File: config.mk
export PLATFORM = sky130hd
export DESIGN_NAME = uab_autobaud
export DESIGN_NICKNAME = d
export VERILOG_FILES = /design/src/hdl/uab_pkg.sv /design/src/hdl/uab_autobaud.sv /design/src/hdl/uab_prescaler.sv
export SDC_FILE = /design/constraint.sdc
export NUM_CORES = 1
export LEC_CHECK = 0
export ABC_CLOCK_PERIOD_IN_PS = 3150
export BUFFER_PORTS_ARGS = -buffer_cell sky130_fd_sc_hd__buf_2
export CAP_MARGIN = 20
export CORE_ASPECT_RATIO = 0.5
export CORE_MARGIN = 2
export CORE_UTILIZATION = 64
export DETAILED_ROUTE_END_ITERATION = 8
export PLACE_DENSITY = 0.92
export SYNTH_ARGS = -nofsm -noshare
export SYNTH_HDL_FRONTEND = slang
export SYNTH_SLANG_ARGS = --single-unit
File: constraint.sdc
create_clock -name clk -period 3.15 [get_ports clk]
set_input_delay 0 -clock clk [delete_from_list [all_inputs] [get_ports clk]]
set_output_delay 0 -clock clk [all_outputs]
set_load 0.005 [all_outputs]
File: src/hdl/uab_pkg.sv
/*
  constants shared by the auto-baud measurement block: register offsets,
  bit positions, reset values, state codes and prescale counts.
  assumes an 8-bit register port with a 3-bit word address.
*/
package uab_pkg;
  // register port widths
  localparam int unsigned ADDR_W = 3;
  localparam int unsigned DATA_W = 8;

  // register offsets (word index on the register port)
  localparam logic [2:0] ADDR_RATE_CTRL = 3'h0; // rate_control_reg
  localparam logic [2:0] ADDR_DIV_LOW = 3'h1; // rate_divisor_low
  localparam logic [2:0] ADDR_DIV_HIGH = 3'h2; // rate_divisor_high
  localparam logic [2:0] ADDR_RX_BUF = 3'h3; // receive_buffer
  localparam logic [2:0] ADDR_STATUS = 3'h4; // receive flag and busy state
  localparam logic [2:0] ADDR_TX_CTRL = 3'h5; // high speed and sync selects

  // rate_control_reg bit positions
  localparam int unsigned BIT_AB_EN = 0; // autobaud_enable
  localparam int unsigned BIT_WAKE_EN = 1; // wake_up_enable
  localparam int unsigned BIT_WIDE = 3; // wide_divisor_select
  localparam int unsigned BIT_AB_OVF = 7; // autobaud_overflow_flag

  // tx control bit positions
  localparam int unsigned BIT_HIGH_SPEED = 2; // high_speed_select
  localparam int unsigned BIT_SYNC = 4; // synchronous mode select

  // status bit positions
  localparam int unsigned BIT_RX_FLAG = 0; // receive_flag
  localparam int unsigned BIT_AB_MODE = 1; // autobaud_mode busy

  // reset values
  localparam logic [7:0] RST_BYTE = 8'h00;
  localparam logic [15:0] RST_DIV = 16'h0000;

  // counter clock prescale counts during measurement
  localparam int unsigned PRE_W = 9;
  localparam logic [8:0] PRE_TERM_512 = 9'h1ff; // 512 clocks, no select bit set
  localparam logic [8:0] PRE_TERM_128 = 9'h07f; // 128 clocks, one select bit set
  localparam logic [8:0] PRE_TERM_32 = 9'h01f; // 32 clocks, both select bits set

  // high speed bit rate: fosc / (4 * (divisor + 1))
  localparam logic [1:0] QUARTER_LAST = 2'h3;

  // rising edges of the sync character that close the measurement
  localparam logic [2:0] EDGE_LAST = 3'h5;

  // measurement sequencer
  typedef enum logic [2:0] {
    ST_IDLE = 3'b000,
    ST_CLEAR = 3'b001,
    ST_BREAK_LOW = 3'b010,
    ST_BREAK_END = 3'b011,
    ST_WAIT_START = 3'b100,
    ST_WAIT_RISE = 3'b101,
    ST_COUNT = 3'b110
  } uab_state_type;
endpackage

File: src/hdl/uab_autobaud.sv
/*
  auto-baud measurement for an asynchronous serial port, with its register
  port, the 16-bit divisor pair used as counter and the high speed bit rate.
  assumes serial_input_pin is already synchronous to clk and idles high.
*/
// Implementation choices: the strobed register port and the address map.
// How it works
// - measure only in async mode
// - start bit with enable begins measurement
// - enable clears divisor, then waits start
// - count prescaled ticks from first rising edge
// - fifth rising edge stops, divisor holds count
// - fifth rising edge clears the enable
// - counter wrap sets overflow flag
// - overflow flag: hardware sets, software writes
// - wrap keeps measurement and enable running
// - counter runs at one eighth rate
// - prescale 512, 128 or 32 clocks
// - divisor pair counts as one 16-bit
// - receiver held idle during measurement
// - fifth rising edge raises receive flag
// - buffer read clears flag, value discarded
// - wake-up set: measure after break
// - frame: start, 8 or 9 data, stop
// - data bits sent lsb first
`timescale 1ns/1ps
`default_nettype none
module uab_autobaud (
  // clock and reset
  input wire logic clk,
  input wire logic rst,
  // register port
  input wire logic [2:0] addr,
  input wire logic [7:0] wdata,
  input wire logic wr_en,
  input wire logic rd_en,
  output logic [7:0] rdata,
  // serial line
  input wire logic serial_input_pin,
  // status to the rest of the port
  output logic receive_flag,
  output logic autobaud_overflow_flag,
  output logic autobaud_mode,
  output logic rx_hold_idle,
  output logic bit_tick
);
  // software state
  logic autobaud_enable_r; // starts and tracks a measurement
  logic wake_up_enable_r; // measure after a break
  logic wide_divisor_select_r; // 16-bit divisor select
  logic high_speed_select_r; // high speed select
  logic sync_mode_r; // synchronous mode blocks measurement
  logic ovf_r; // autobaud_overflow_flag
  logic rx_flag_r; // receive_flag
  logic [7:0] div_low_r; // rate_divisor_low
  logic [7:0] div_high_r; // rate_divisor_high
  logic [7:0] rdata_r; // read data, valid one cycle after strobe
  // sequencer state
  uab_pkg::uab_state_type st_r;
  uab_pkg::uab_state_type st_nxt;
  logic [2:0] edge_r; // rising edges seen so far
  logic [2:0] edge_nxt;
  logic rx_prev_r; // last line level for edge detection
  logic busy_r; // measurement in progress, visible copy
  // bit rate generator state
  logic [15:0] rate_cnt_r;
  logic [1:0] quarter_r;
  logic tick_out_r;

  // decode of the register port
  wire wr_ctrl = wr_en && (addr == uab_pkg::ADDR_RATE_CTRL);
  wire wr_low = wr_en && (addr == uab_pkg::ADDR_DIV_LOW);
  wire wr_high = wr_en && (addr == uab_pkg::ADDR_DIV_HIGH);
  wire wr_tx = wr_en && (addr == uab_pkg::ADDR_TX_CTRL);
  wire rd_buf = rd_en && (addr == uab_pkg::ADDR_RX_BUF);

  // line edges; the pin is taken as synchronous already
  wire rx_rise = serial_input_pin && !rx_prev_r;
  wire rx_fall = !serial_input_pin && rx_prev_r;

  // the divisor pair is one counter whatever the width select says
  wire [15:0] div_full = {div_high_r, div_low_r};
  wire [16:0] div_inc = {1'b0, div_full} + 17'h00001;

  // prescale tick; its rate is one eighth of the normal rate clock
  wire pre_tick;
  wire pre_clear = (st_r == uab_pkg::ST_WAIT_RISE) && rx_rise;
  wire pre_run = (st_r == uab_pkg::ST_COUNT);
  wire [1:0] sel_count = {1'b0, wide_divisor_select_r} + {1'b0, high_speed_select_r};

  uab_prescaler u_pre (
    .clk(clk),
    .rst(rst),
    .clear(pre_clear),
    .run(pre_run),
    .sel_count(sel_count),
    .tick(pre_tick)
  );

  // events of the measurement
  wire counting = (st_r == uab_pkg::ST_COUNT);
  wire count_step = counting && pre_tick;
  // a tick that meets the fifth edge is not counted, so it cannot wrap either
  wire wrap = count_step && !fifth_edge && div_inc[16];
  // the 55h pattern sent lsb first gives five rising edges, stop bit last
  wire fifth_edge = counting && rx_rise && (edge_r == (uab_pkg::EDGE_LAST - 3'h1));
  wire enable_set = wr_ctrl && wdata[uab_pkg::BIT_AB_EN];
  wire enable_drop = wr_ctrl && !wdata[uab_pkg::BIT_AB_EN];

  // sequencer next state
  always_comb begin
    st_nxt = st_r;
    edge_nxt = edge_r;
    if (sync_mode_r || enable_drop) begin
      st_nxt = uab_pkg::ST_IDLE;
    end else if (enable_set) begin
      st_nxt = uab_pkg::ST_CLEAR;
    end else begin
      unique case (st_r)
        uab_pkg::ST_IDLE: begin
          st_nxt = uab_pkg::ST_IDLE;
        end
        uab_pkg::ST_CLEAR: begin
          // divisor is zeroed in this cycle; next look for start or break
          st_nxt = wake_up_enable_r ? uab_pkg::ST_BREAK_LOW : uab_pkg::ST_WAIT_START;
        end
        uab_pkg::ST_BREAK_LOW: begin
          if (!serial_input_pin) begin
            st_nxt = uab_pkg::ST_BREAK_END;
          end
        end
        uab_pkg::ST_BREAK_END: begin
          // the character after the break is the one measured
          if (rx_rise) begin
            st_nxt = uab_pkg::ST_WAIT_START;
          end
        end
        uab_pkg::ST_WAIT_START: begin
          if (rx_fall) begin
            st_nxt = uab_pkg::ST_WAIT_RISE;
          end
        end
        uab_pkg::ST_WAIT_RISE: begin
          if (rx_rise) begin
            st_nxt = uab_pkg::ST_COUNT;
            edge_nxt = 3'h1;
          end
        end
        uab_pkg::ST_COUNT: begin
          if (fifth_edge) begin
            st_nxt = uab_pkg::ST_IDLE;
            edge_nxt = 3'h0;
          end else if (rx_rise) begin
            edge_nxt = edge_r + 3'h1;
          end
        end
        default: begin
          // unused code: fall back to idle
          st_nxt = uab_pkg::ST_IDLE;
        end
      endcase
    end
  end

  // sequencer registers
  always_ff @(posedge clk) begin
    if (rst) begin
      st_r <= uab_pkg::ST_IDLE;
      edge_r <= 3'h0;
      rx_prev_r <= 1'b1;
      busy_r <= 1'b0;
    end else begin
      st_r <= st_nxt;
      edge_r <= edge_nxt;
      rx_prev_r <= serial_input_pin;
      busy_r <= (st_nxt != uab_pkg::ST_IDLE);
    end
  end

  // software controls; a software set of the enable beats the hardware clear
  always_ff @(posedge clk) begin
    if (rst) begin
      autobaud_enable_r <= 1'b0;
      wake_up_enable_r <= 1'b0;
      wide_divisor_select_r <= 1'b0;
      high_speed_select_r <= 1'b0;
      sync_mode_r <= 1'b0;
    end else begin
      if (wr_ctrl) begin
        autobaud_enable_r <= wdata[uab_pkg::BIT_AB_EN];
        wake_up_enable_r <= wdata[uab_pkg::BIT_WAKE_EN];
        wide_divisor_select_r <= wdata[uab_pkg::BIT_WIDE];
      end else if (fifth_edge || sync_mode_r) begin
        autobaud_enable_r <= 1'b0;
      end
      if (wr_tx) begin
        high_speed_select_r <= wdata[uab_pkg::BIT_HIGH_SPEED];
        sync_mode_r <= wdata[uab_pkg::BIT_SYNC];
      end
    end
  end

  // overflow flag: a wrap in the same cycle beats a software clear
  always_ff @(posedge clk) begin
    if (rst) begin
      ovf_r <= 1'b0;
    end else if (wrap) begin
      ovf_r <= 1'b1;
    end else if (wr_ctrl) begin
      ovf_r <= wdata[uab_pkg::BIT_AB_OVF];
    end
  end

  // receive flag: set by the fifth edge, cleared by a buffer read
  always_ff @(posedge clk) begin
    if (rst) begin
      rx_flag_r <= 1'b0;
    end else if (fifth_edge) begin
      rx_flag_r <= 1'b1;
    end else if (rd_buf) begin
      rx_flag_r <= 1'b0;
    end
  end

  // divisor pair: zeroed on arm, counted during measurement, else software
  // writes during a measurement are dropped so the count stays honest
  always_ff @(posedge clk) begin
    if (rst) begin
      div_low_r <= uab_pkg::RST_BYTE;
      div_high_r <= uab_pkg::RST_BYTE;
    end else if (st_r == uab_pkg::ST_CLEAR) begin
      div_low_r <= uab_pkg::RST_BYTE;
      div_high_r <= uab_pkg::RST_BYTE;
    end else if (count_step && !fifth_edge) begin
      div_low_r <= div_inc[7:0];
      div_high_r <= div_inc[15:8];
    end else if (!busy_r) begin
      if (wr_low) begin
        div_low_r <= wdata;
      end
      if (wr_high) begin
        div_high_r <= wdata;
      end
    end
  end

  // read mux; receive buffer reads zero as its value is discarded
  wire [7:0] ctrl_rd = {ovf_r, 3'h0, wide_divisor_select_r, 1'b0,
                        wake_up_enable_r, autobaud_enable_r};
  wire [7:0] tx_rd = {3'h0, sync_mode_r, 1'b0, high_speed_select_r, 2'h0};
  wire [7:0] stat_rd = {6'h00, busy_r, rx_flag_r};
  wire [7:0] rd_mux = (addr == uab_pkg::ADDR_RATE_CTRL) ? ctrl_rd :
                      (addr == uab_pkg::ADDR_DIV_LOW) ? div_low_r :
                      (addr == uab_pkg::ADDR_DIV_HIGH) ? div_high_r :
                      (addr == uab_pkg::ADDR_STATUS) ? stat_rd :
                      (addr == uab_pkg::ADDR_TX_CTRL) ? tx_rd : 8'h00;

  // read data stands only in the cycle after the strobe
  always_ff @(posedge clk) begin
    if (rst) begin
      rdata_r <= 8'h00;
    end else begin
      rdata_r <= rd_en ? rd_mux : 8'h00;
    end
  end

  // high speed 16-bit bit rate: reload every divisor+1 clocks, tick each 4th
  wire rate_on = !busy_r && !sync_mode_r && wide_divisor_select_r && high_speed_select_r;
  wire rate_zero = (rate_cnt_r == 16'h0000);
  always_ff @(posedge clk) begin
    if (rst) begin
      rate_cnt_r <= uab_pkg::RST_DIV;
      quarter_r <= 2'h0;
      tick_out_r <= 1'b0;
    end else if (!rate_on) begin
      rate_cnt_r <= div_full;
      quarter_r <= 2'h0;
      tick_out_r <= 1'b0;
    end else begin
      rate_cnt_r <= rate_zero ? div_full : rate_cnt_r - 16'h0001;
      quarter_r <= rate_zero ? quarter_r + 2'h1 : quarter_r;
      tick_out_r <= rate_zero && (quarter_r == uab_pkg::QUARTER_LAST);
    end
  end

  // outputs, all from flops
  assign rdata = rdata_r;
  assign receive_flag = rx_flag_r;
  assign autobaud_overflow_flag = ovf_r;
  assign autobaud_mode = busy_r;
  assign rx_hold_idle = busy_r;
  assign bit_tick = tick_out_r;

  // checks
  wire quiet = !wr_ctrl && !sync_mode_r;

  a_sync_blocks_run: assert property (@(posedge clk) disable iff (rst)
    sync_mode_r |=> st_r == uab_pkg::ST_IDLE)
    else $error("measurement running in sync mode");

  a_start_bit_begin: assert property (@(posedge clk) disable iff (rst)
    (st_r == uab_pkg::ST_WAIT_START) && rx_fall && quiet |=> st_r == uab_pkg::ST_WAIT_RISE)
    else $error("start bit did not begin measurement");

  a_arm_clears_div: assert property (@(posedge clk) disable iff (rst)
    enable_set && !sync_mode_r |=> ##1 (div_full == 16'h0000) && !counting)
    else $error("divisor not cleared on arm");

  a_count_step_inc: assert property (@(posedge clk) disable iff (rst)
    count_step && !fifth_edge && quiet |=> div_full == $past(div_full) + 16'h0001)
    else $error("divisor did not count on tick");

  a_fifth_edge_done: assert property (@(posedge clk) disable iff (rst)
    fifth_edge && quiet |=> !autobaud_enable_r && rx_flag_r && (st_r == uab_pkg::ST_IDLE)
      ##1 !busy_r)
    else $error("fifth edge did not close measurement");

  a_wrap_sets_ovf: assert property (@(posedge clk) disable iff (rst)
    wrap |=> ovf_r && (div_full == 16'h0000))
    else $error("wrap did not set overflow");

  a_wrap_keeps_run: assert property (@(posedge clk) disable iff (rst)
    wrap && !fifth_edge && quiet |=> autobaud_enable_r && counting)
    else $error("wrap stopped measurement");

  a_hold_rx_idle: assert property (@(posedge clk) disable iff (rst)
    (st_r != uab_pkg::ST_IDLE) && $past(st_r != uab_pkg::ST_IDLE) |-> rx_hold_idle)
    else $error("receiver not held idle");

  a_read_clears_flag: assert property (@(posedge clk) disable iff (rst)
    rd_buf && !fifth_edge |=> !rx_flag_r)
    else $error("buffer read left receive flag set");

  c_full_measure: cover property (@(posedge clk) disable iff (rst) fifth_edge);
  c_overflow: cover property (@(posedge clk) disable iff (rst) wrap);
  c_after_break: cover property (@(posedge clk) disable iff (rst)
    (st_r == uab_pkg::ST_BREAK_END) && rx_rise);
  c_bit_rate: cover property (@(posedge clk) disable iff (rst) tick_out_r);
endmodule
`default_nettype wire

File: src/hdl/uab_prescaler.sv
/*
  prescaler for the measurement counter: one-cycle tick every 512, 128
  or 32 clocks as picked by the number of speed select bits set.
  assumes clear restarts the phase so the first tick is a full period late.
*/
`timescale 1ns/1ps
`default_nettype none
module uab_prescaler (
  // clock and reset
  input wire logic clk,
  input wire logic rst,
  // control
  input wire logic clear,
  input wire logic run,
  input wire logic [1:0] sel_count,
  // tick out
  output logic tick
);
  logic [8:0] cnt_r; // phase counter, held at zero while not running
  logic [8:0] cnt_nxt;
  logic tick_r; // registered tick
  logic [8:0] term; // last count of the period
  logic at_term;

  // divide choice: none set 512, one set 128, both set 32
  assign term = (sel_count == 2'h0) ? uab_pkg::PRE_TERM_512 :
                (sel_count == 2'h1) ? uab_pkg::PRE_TERM_128 : uab_pkg::PRE_TERM_32;
  assign at_term = (cnt_r == term);
  assign cnt_nxt = (clear || !run || at_term) ? 9'h000 : cnt_r + 9'h001;
  assign tick = tick_r;

  // phase counter, held at zero while not running
  always_ff @(posedge clk) begin
    if (rst) begin
      cnt_r <= 9'h000;
      tick_r <= 1'b0;
    end else begin
      cnt_r <= cnt_nxt;
      tick_r <= run && !clear && at_term;
    end
  end
endmodule
`default_nettype wire
==> flow_summary.ini, run 1 <==
[floorplan]
start_util = 0.6616
fp.dieArea_sq_mm = 0.006306
chipWidth_microns = 110.3
core-area_sq_mm = 0.005468
ios = 29
rows = 19
fp.dieH_microns = 57.16

[setup_path]
critPathRequiredTime_ns = 3.40
cp_cell_sequence = and3b_1 > and3_1 > nand2_1 > or3_1 > a31oi_1
cp.arrival_ns = 2.42
crit_start = st_r[1]
r2r_slack_ns = 0.98
worstSetupStartpointType = flop
worstSetupPathType = flop to flop
rr_startpoint = st_r[1]
cp_slowest_cell = dfxtp_1
path_max_fanout = 14
worst_path_largest_cell_delay_ns = 0.51
end_kind = flop

[placement]
preCtsSetupSlack_ns = 1.046
place_hpwl_mm = 5.781
place_congestion = 0.9709
portBuffers = 28

[yosys]
ys_ff_latch = 68
synth.avg_cell_area_sq_um = 8.412
ys_seq_area_frac = 0.3763
synthesis.nets = 453
synth_edf_count = 0
synth_flop_cell = dfxtp_1
synthArstFlopShare = 0
ys_types = 58
netlist_area_sq_mm = 0.003617
synthCells = 430
yosysWarningCount = 0

[detailed_routing]
routed_wl_mm = 8.754
drt-initial-drc-count = 336
drc = 0
vias_per_cell = 6.247
antenna_left = 0
drtPass1Iterations = 5
post_drt_wl_per_cell_microns = 16.36
vias = 3342

[global_route]
grt_max_degree = 34
grt_usage = 0.3046
first_global_vias = 3094
grt_overflow = 0
grt_pass1_wl_mm = 14.73
antenna_found_initial = 0

[cts]
cts_buffers = 9
cts_tree = yes
clk_pin_slew_ns = 0.06
clock_path_buffers = 2
cts_setup_buffers = 0
clk_latency_ns = 0.33
cts.sinks = 68
htree_levels = 3
cts_root_buffer = clkbuf_16

[finish]
drive_gt1_frac = 0.1645
multi_input_area_sq_mm = 0.002095
antenna_cells = 0
final_util = 0.7572
fillers = 369
fin_nets = 480
areaGrowthSynthToFinish_pct = 14.46
seq_area_sq_mm = 0.001361

[sta]
setup_viol = 0
tightest_slew_ns = 0.6096
relSlewSlack = 0.5925
fin_crit_ns = 2.169
rsz0062_at_grt = false
fmax_mhz = 461.1
hold_viol = 0
setup_ws_ns = 0.9812
hold_ws_ns = 0.004726
fin_tns_setup_ns = 0
fin_crit_sh = 0.6885
slew_viol_final = 0
finClkSkew_ns = 0.006683

[run]
maxCapViolCount = 0

[power]
powerDensity_mw_per_mm2 = 492.3
p_leak_nw = 1.548
ir_drop_mv = 0.4525

[min_path]
hold_start = wdata[4]
hp-class = primary input to flop

[status]
status = complete, no violations
[Yosys cell counts, drive strengths merged (8+ instances only)]
library cell / count / area share
nor2: 64 / 0.066
nor3: 13 / 0.018
inv: 13 / 0.013
a211oi: 18 / 0.055
nand2b: 9 / 0.016
dfxtp: 68 / 0.38
nand2: 32 / 0.033
clkbuf: 14 / 0.015
xor2: 13 / 0.031
o21ai: 12 / 0.017
nand3: 18 / 0.025
buf: 9 / 0.016
and3: 8 / 0.014
a21oi: 30 / 0.042
[sequential cells by signal (all words and copies together), names as in the netlist, 2 cells and up]
signal and count:
quarter_r 2, st_r 3, u_pre.cnt_r 9, rate_cnt_r 16
div_low_r 8, edge_r 3, div_high_r 8, rdata 8
[critical path, delay by kind of cell (launching register included)]
family / cells / cell delay [ns]
AOI/OAI and AO/OA: 1 / 0.17
DFF: 1 / 0.51
and+or+nand+nor: 4 / 1.41
[kinds of logic after synthesis]
logic type,count (synthesis),share of synthesized area
simple gates,195,0.2874
xor+xnor,20,0.04843
mux,7,0.01972
compound gates,97,0.1992
flops,68,0.3763
fa+ha+maj,7,0.02421
buf+inv,36,0.04462
[path summary, 6_finish.rpt]
kind	endpoint	depth (start not counted)
max reg2reg	div_low_r[6]	5
min reg2reg	u_pre.cnt_r[0]	1
min	sync_mode_r	3
max	div_low_r[6]	5
[metrics by stage]
| stage | total power, mW | instances | area (sq um) |
|---|---|---|---|
| after global routing | 2.097 | 535 | 4140 |
| after floorplan | 0.9965 | 430 | 3617 |
| after detailed placement | 1.035 | 511 | 3759 |
| after global placement | 1.033 | 511 | 3759 |
| final | 2.038 | 535 | 4140 |
| after CTS | 2.037 | 535 | 4140 |
[final cells by class]
class | count | area share
clock buffer | 9 | 0.05440
clock inverter | 7 | 0.01843
inverter | 13 | 0.01179
multi-input combinational | 326 | 0.5059
sequential | 68 | 0.3288
tap | 73 | 0.02206
timing repair buffer | 39 | 0.05863
[cells in the final DEF (no fill, tap or decap), types with 4 or more instances in the layout]
cell type,netlist,final
nand4b_1,4,4
buf_2,5,28
clkbuf_16,0,9
o21ai_0,12,12
nand4_1,5,5
nor2_1,64,64
nand3b_1,4,4
a31oi_1,5,5
xor2_1,13,13
or3_1,7,7
and2_1,6,6
ha_1,7,7
inv_1,13,13
dlygate4sd3_1,0,8
nand2_1,32,32
mux2i_1,6,6
a21o_1,5,5
a32oi_1,4,4
nor2b_1,4,4
nand3_1,18,18
nand2b_1,9,9
a211oi_1,5,5
dfxtp_1,68,68
a211oi_2,13,13
and3_1,8,8
nor3_1,13,13
a21oi_1,30,30
xnor2_1,7,7
[power breakdown]
group / total, mW / internal, mW / leakage (nW) / switching (mW)
sequential: 0.889 / 0.872 / 0.549 / 0.0168
combinational: 0.142 / 0.0593 / 0.857 / 0.0826
clock: 1.01 / 0.616 / 0.142 / 0.391
[routing by layer]
layer	track usage	vias to the layer above	wire length, microns
met5	0	-	0
met4	0.1214	0	217
met3	0.08571	25	729
met2	0.4978	157	4135
met1	0.3852	1565	3671
li1	-	1595	-
[repair_timing]
| item | in CTS | in global routing |
|---|---|---|
| hold buffers | 8 | 0 |
| resized for setup | 0 | 0 |
| hold endpoints to repair | 11 | 0 |
(Power assumes the default switching activity.)
==> run 2: changes to the inputs <==
--- a/config.mk
+++ b/config.mk
@@ -5,14 +5,14 @@
 export SDC_FILE = /design/constraint.sdc
 export NUM_CORES = 1
 export LEC_CHECK = 0
-export ABC_CLOCK_PERIOD_IN_PS = 3150
+export ABC_CLOCK_PERIOD_IN_PS = 2050
 export BUFFER_PORTS_ARGS = -buffer_cell sky130_fd_sc_hd__buf_2
 export CAP_MARGIN = 20
 export CORE_ASPECT_RATIO = 0.5
 export CORE_MARGIN = 2
-export CORE_UTILIZATION = 64
+export CORE_UTILIZATION = 60
 export DETAILED_ROUTE_END_ITERATION = 8
-export PLACE_DENSITY = 0.92
+export PLACE_DENSITY = 0.88
 export SYNTH_ARGS = -nofsm -noshare
 export SYNTH_HDL_FRONTEND = slang
 export SYNTH_SLANG_ARGS = --single-unit
==> constraint.sdc (replaced) <==
create_clock -name clk -period 2.05 [get_ports clk]
set_input_delay 0 -clock clk [delete_from_list [all_inputs] [get_ports clk]]
set_output_delay 0 -clock clk [all_outputs]
set_load 0.005 [all_outputs]
==> run 2 against run 1 <==
Effect of this change:
- sequential cell count unchanged
- count of clock-buffer cells in the layout grew 2
- worst setup slack lost 0.86 ns
- global-route usage down 1.3 points
- highest routed layer unchanged
- maximum frequency is 12% higher
- critical path type unchanged
- worst hold slack better by 0.048 ns
==> flow_summary.ini, run 2 (synthesis results as in run 1) <==
[sta]
relSlewSlack = 0.5738
fin_tns_setup_ns = 0
fmax_mhz = 518.4
fin_crit_ns = 1.929
setup_viol = 0
setup_ws_ns = 0.1211
slew_viol_final = 0
finClkSkew_ns = 0.007031
fin_crit_sh = 0.9409
rsz0062_at_grt = false
tightest_slew_ns = 0.6393
hold_viol = 0

[global_route]
first_global_vias = 3159
grt_usage = 0.2920
grt_pass1_wl_mm = 15.01
antenna_found_initial = 0
grt_overflow = 0
grt_max_degree = 27

[power]
p_leak_nw = 1.643
clock_power_share = 0.468
p_sw_frac = 0.2386
intPower_mw = 2.280
pwr-share-comb = 0.077
ir_drop_mv = 0.6378
powerDensity_mw_per_mm2 = 700.4
switching_power_mw = 0.7146
power_frac_seq = 0.455

[setup_path]
r2r_cells = 8
path_max_fanout = 8
end_kind = flop
worstSetupPathType = flop to flop
cp.arrival_ns = 2.15
worstSetupStartpointType = flop
critPathRequiredTime_ns = 2.27
r2r_slack_ns = 0.12
r2r-end = div_high_r[0]
rr_startpoint = edge_r[0]

[placement]
preCtsSetupSlack_ns = 0.1042
place_hpwl_mm = 6.378
place_congestion = 1.043
portBuffers = 28

[detailed_routing]
drt-initial-drc-count = 358
vias = 3406
drtPass1Iterations = 6
drc = 0
post_drt_wl_per_cell_microns = 16.50
routed_wl_mm = 9.143
antenna_left = 0
vias_per_cell = 6.148

[run]
maxCapViolCount = 0

[finish]
fillers = 402
fin_nets = 499
top_register = rate_cnt_r
seq_area_sq_mm = 0.001361
largest_reg_flops = 16
mostFrequentLayoutCells = dfxtp_1 (68), nor2_1 (63), nand2_1 (32)
drive_gt1_frac = 0.1996
top_regs = rate_cnt_r x16, u_pre.cnt_r x9
layout_commonest_cell = dfxtp_1
multi_input_area_sq_mm = 0.002103
areaGrowthSynthToFinish_pct = 18.19
antenna_cells = 0

[cts]
clock_path_buffers = 2
cts_tree = yes
cts_setup_buffers = 0
cts_buffers = 9
htree_levels = 3
cts.sinks = 68
cts_root_buffer = clkbuf_16
clk_pin_slew_ns = 0.05
clk_latency_ns = 0.33

[floorplan]
fp.dieArea_sq_mm = 0.006704
fp.dieH_microns = 58.91
start_util = 0.6393
ios = 29
chipWidth_microns = 113.8
rows = 19
core-area_sq_mm = 0.005658

[min_path]
hp-class = primary input to flop
hold_start = rd_en
min_to = receive_flag
hold_path_depth = 4

[status]
status = complete, no violations
[run 2: power groups by stage]
stage	clock network [mW]	registers (mW)	logic, mW
floorplan	0	1.38	0.147
global placement	0	1.39	0.206
detailed placement	0	1.39	0.209
CTS	1.44	1.36	0.226
global route	1.49	1.36	0.251
finish	1.40	1.36	0.231
[run 2: layout make-up]
cell class | count | area share
Clock inverter | 5 | 0.006438
Clock buffer | 11 | 0.05678
Inverter | 13 | 0.01141
Tap cell | 73 | 0.02136
Timing Repair Buffer | 58 | 0.09365
Sequential cell | 68 | 0.3184
Multi-Input combinational cell | 326 | 0.4920
[run 2: how the worst max path moves through the flow]
stage / startpoint / slack [ns] / cells past startpoint / end
after global placement: edge_r[0] / 0.15 / 8 / div_high_r[0]
after floorplan: rate_cnt_r[0] / 0.26 / 9 / rate_cnt_r[10]
after detailed placement: edge_r[0] / 0.10 / 8 / div_high_r[0]
after global routing: edge_r[0] / 0.01 / 8 / div_high_r[0]
after CTS: edge_r[0] / 0.1 / 8 / div_high_r[0]
final: edge_r[0] / 0.12 / 8 / div_high_r[0]
[run 2: through the flow]
| stage | area, sq um | hold WS (ns) | std cells | power (mW) | util |
|---|---|---|---|---|---|
| floorplan | 3617 | 0.08129 | 430 | 1.531 | - |
| detailed placement | 3906 | 0.2627 | 529 | 1.598 | 0.6904 |
| global placement | 3906 | 0.2448 | 529 | 1.595 | 0.6904 |
| finish | 4275 | 0.05251 | 554 | 2.994 | 0.7556 |
| global route | 4275 | 0.05063 | 554 | 3.101 | 0.7556 |
| CTS | 4267 | 0.03308 | 554 | 3.022 | 0.7541 |
[run 2: critical path, cell delays in order, from the launching register on]
cell      delay (ns)
dfxtp_1         0.32
inv_1           0.07
ha_1            0.16
nand4b_1        0.19
and3_2          0.34
buf_4           0.19
nor2_2          0.23
nor2_1          0.08
o221a_2         0.24
[run 2: metal layers]
metal	vias up	wire length (microns)	global-route usage
li1	1639	-	-
met1	1600	4045	0.3707
met2	141	4231	0.4611
met3	26	648	0.07930
met4	0	217	0.1620
met5	-	0	0
[run 2: timing repair]
item,in CTS,in global routing
gates resized for setup,0,3
setup endpoints to repair,0,6
hold buffers,9,0
endpoints found under the hold margin,16,0
==> run 3: changes to the inputs <==
--- a/config.mk
+++ b/config.mk
@@ -5,8 +5,7 @@
 export SDC_FILE = /design/constraint.sdc
 export NUM_CORES = 1
 export LEC_CHECK = 0
-export ABC_CLOCK_PERIOD_IN_PS = 2050
-export BUFFER_PORTS_ARGS = -buffer_cell sky130_fd_sc_hd__buf_2
+export BUFFER_PORTS_ARGS = -buffer_cell sky130_fd_sc_hd__buf_4
 export CAP_MARGIN = 20
 export CORE_ASPECT_RATIO = 0.5
 export CORE_MARGIN = 2
==> run 3 against run 2 <==
Effect of this change:
- first-iteration DRC count shrank 11%
- core utilization rose by 0.93 points
- die area unchanged
- final area rose by 1.2%
- largest power group unchanged
==> flow_summary.ini, run 3 (synthesis results as in run 1) <==
[placement]
portBuffers = 28
place_hpwl_mm = 6.143
place_congestion = 1.009
preCtsSetupSlack_ns = 0.09614

[finish]
drive_gt1_frac = 0.1946
top_register = rate_cnt_r
largest_reg_flops = 16
fin_nets = 496
areaGrowthSynthToFinish_pct = 19.65
antenna_cells = 0
top_regs = rate_cnt_r x16, u_pre.cnt_r x9
fillers = 382
layout_commonest_cell = dfxtp_1
mostFrequentLayoutCells = dfxtp_1 (68), nor2_1 (63), buf_4 (45)
final_util = 0.7649

[run]
maxCapViolCount = 0

[global_route]
antenna_found_initial = 0
grt_pass1_wl_mm = 14.72
grt_max_degree = 34
first_global_vias = 3068
grt_overflow = 0
grt_usage = 0.2862

[detailed_routing]
vias = 3374
vias_per_cell = 6.123
post_drt_wl_per_cell_microns = 16.09
drt-initial-drc-count = 320
routed_wl_mm = 8.864
antenna_left = 0
drc = 0
drtPass1Iterations = 5

[floorplan]
fp.dieArea_sq_mm = 0.006704
start_util = 0.6393
core-area_sq_mm = 0.005658
fp.dieH_microns = 58.91
chipWidth_microns = 113.8
rows = 19
ios = 29

[cts]
cts_setup_buffers = 0
cts_buffers = 9
cts.sinks = 68
htree_levels = 3
clock_path_buffers = 2
cts_root_buffer = clkbuf_16
clk_pin_slew_ns = 0.05
clk_latency_ns = 0.34
cts_tree = yes

[setup_path]
cp_cell_sequence = inv_1 > ha_1 > nand4b_1 > and3_1 > buf_4 > nor2_2 > nor2_1 > o221a_2
path_max_fanout = 8
critPathRequiredTime_ns = 2.28
rr_startpoint = edge_r[0]
worst_path_largest_cell_delay_ns = 0.34
worstSetupPathType = flop to flop
critPathBufInv = 2
crit_start = edge_r[0]
worstSetupStartpointType = flop
cp_slowest_cell = and3_1
crit_family = simple AND/OR/NAND/NOR gates
end_kind = flop
cp.arrival_ns = 2.15

[sta]
hold_viol = 0
slew_viol_final = 0
rsz0062_at_grt = false
setup_ws_ns = 0.1345
fmax_mhz = 522.1
fin_tns_setup_ns = 0
finClkSkew_ns = 0.005780
tightest_slew_ns = 0.6054
relSlewSlack = 0.5964
fin_crit_ns = 1.915
setup_viol = 0
fin_crit_sh = 0.9344

[min_path]
hold_start = rd_en
hp-class = primary input to flop

[status]
status = complete, no violations

[power]
p_leak_nw = 1.644
powerDensity_mw_per_mm2 = 694.1
ir_drop_mv = 0.8150
==> run 3: changes by cell type in the layout (fill, tap and decap cells not counted) <==
cell / previous run / this run
buf_4: 20 / 45
and3_2: 1 / 0
nor4b_2: 2 / 3
buf_2: 28 / 0
and3_1: 7 / 8
nor4b_1: 3 / 2
==> run 3: through the flow <==
stage                     hold WS, ns  power (mW)  instances  instance area [sq um]
after global placement         0.2258       1.602        526                   3954
final                         0.04160       3.004        551                   4328
after CTS                     0.03164       3.015        551                   4314
after detailed placement       0.2249       1.605        526                   3954
after floorplan               0.08129       1.531        430                   3617
after global routing          0.06005       3.094        551                   4328
==> run 3: power breakdown <==
part	leakage [nW]	switching, mW	internal, mW
clock network	0.135	0.564	0.841
logic	0.960	0.131	0.105
registers	0.549	0.0225	1.34
==> run 3: layout make-up <==
cell class,instances,area (sq um),share of cell area
Sequential cell,68,1361,0.3145
Inverter,13,48.80,0.01127
Tap cell,73,91.34,0.02110
Timing Repair Buffer,55,447.9,0.1035
Multi-Input combinational cell,326,2108,0.4871
Clock buffer,11,242.7,0.05609
Clock inverter,5,27.53,0.006360
==> run 3: what timing repair did <==
action                     in CTS  in global routing
resized for setup               0                  3
hold buffers                    9                  0
setup endpoints to repair       0                  9
hold endpoints to repair       18                  0
==> run 3: layer usage <==
layer,vias to the layer above,wire [microns],global-route usage
li1,1631,-,-
met3,22,614,0.08239
met2,125,4013,0.4662
met4,0,193,0.1150
met5,-,0,0
met1,1596,4043,0.3661
==> run 3: worst min-delay path, cell delays in order <==
cell and delay, ns:
buf_4 0.09, nand4b_1 0.10, nand2_1 0.08, a21oi_1 0.05
==> run 3: path summary, 6_finish.rpt <==
kind                          to  slack [ns]  cells after the start
setup / recovery   div_high_r[0]        0.13                      8
setup reg to reg   div_high_r[0]        0.13                      8
hold / removal      receive_flag        0.04                      4
hold reg to reg   u_pre.cnt_r[0]        0.47                      1
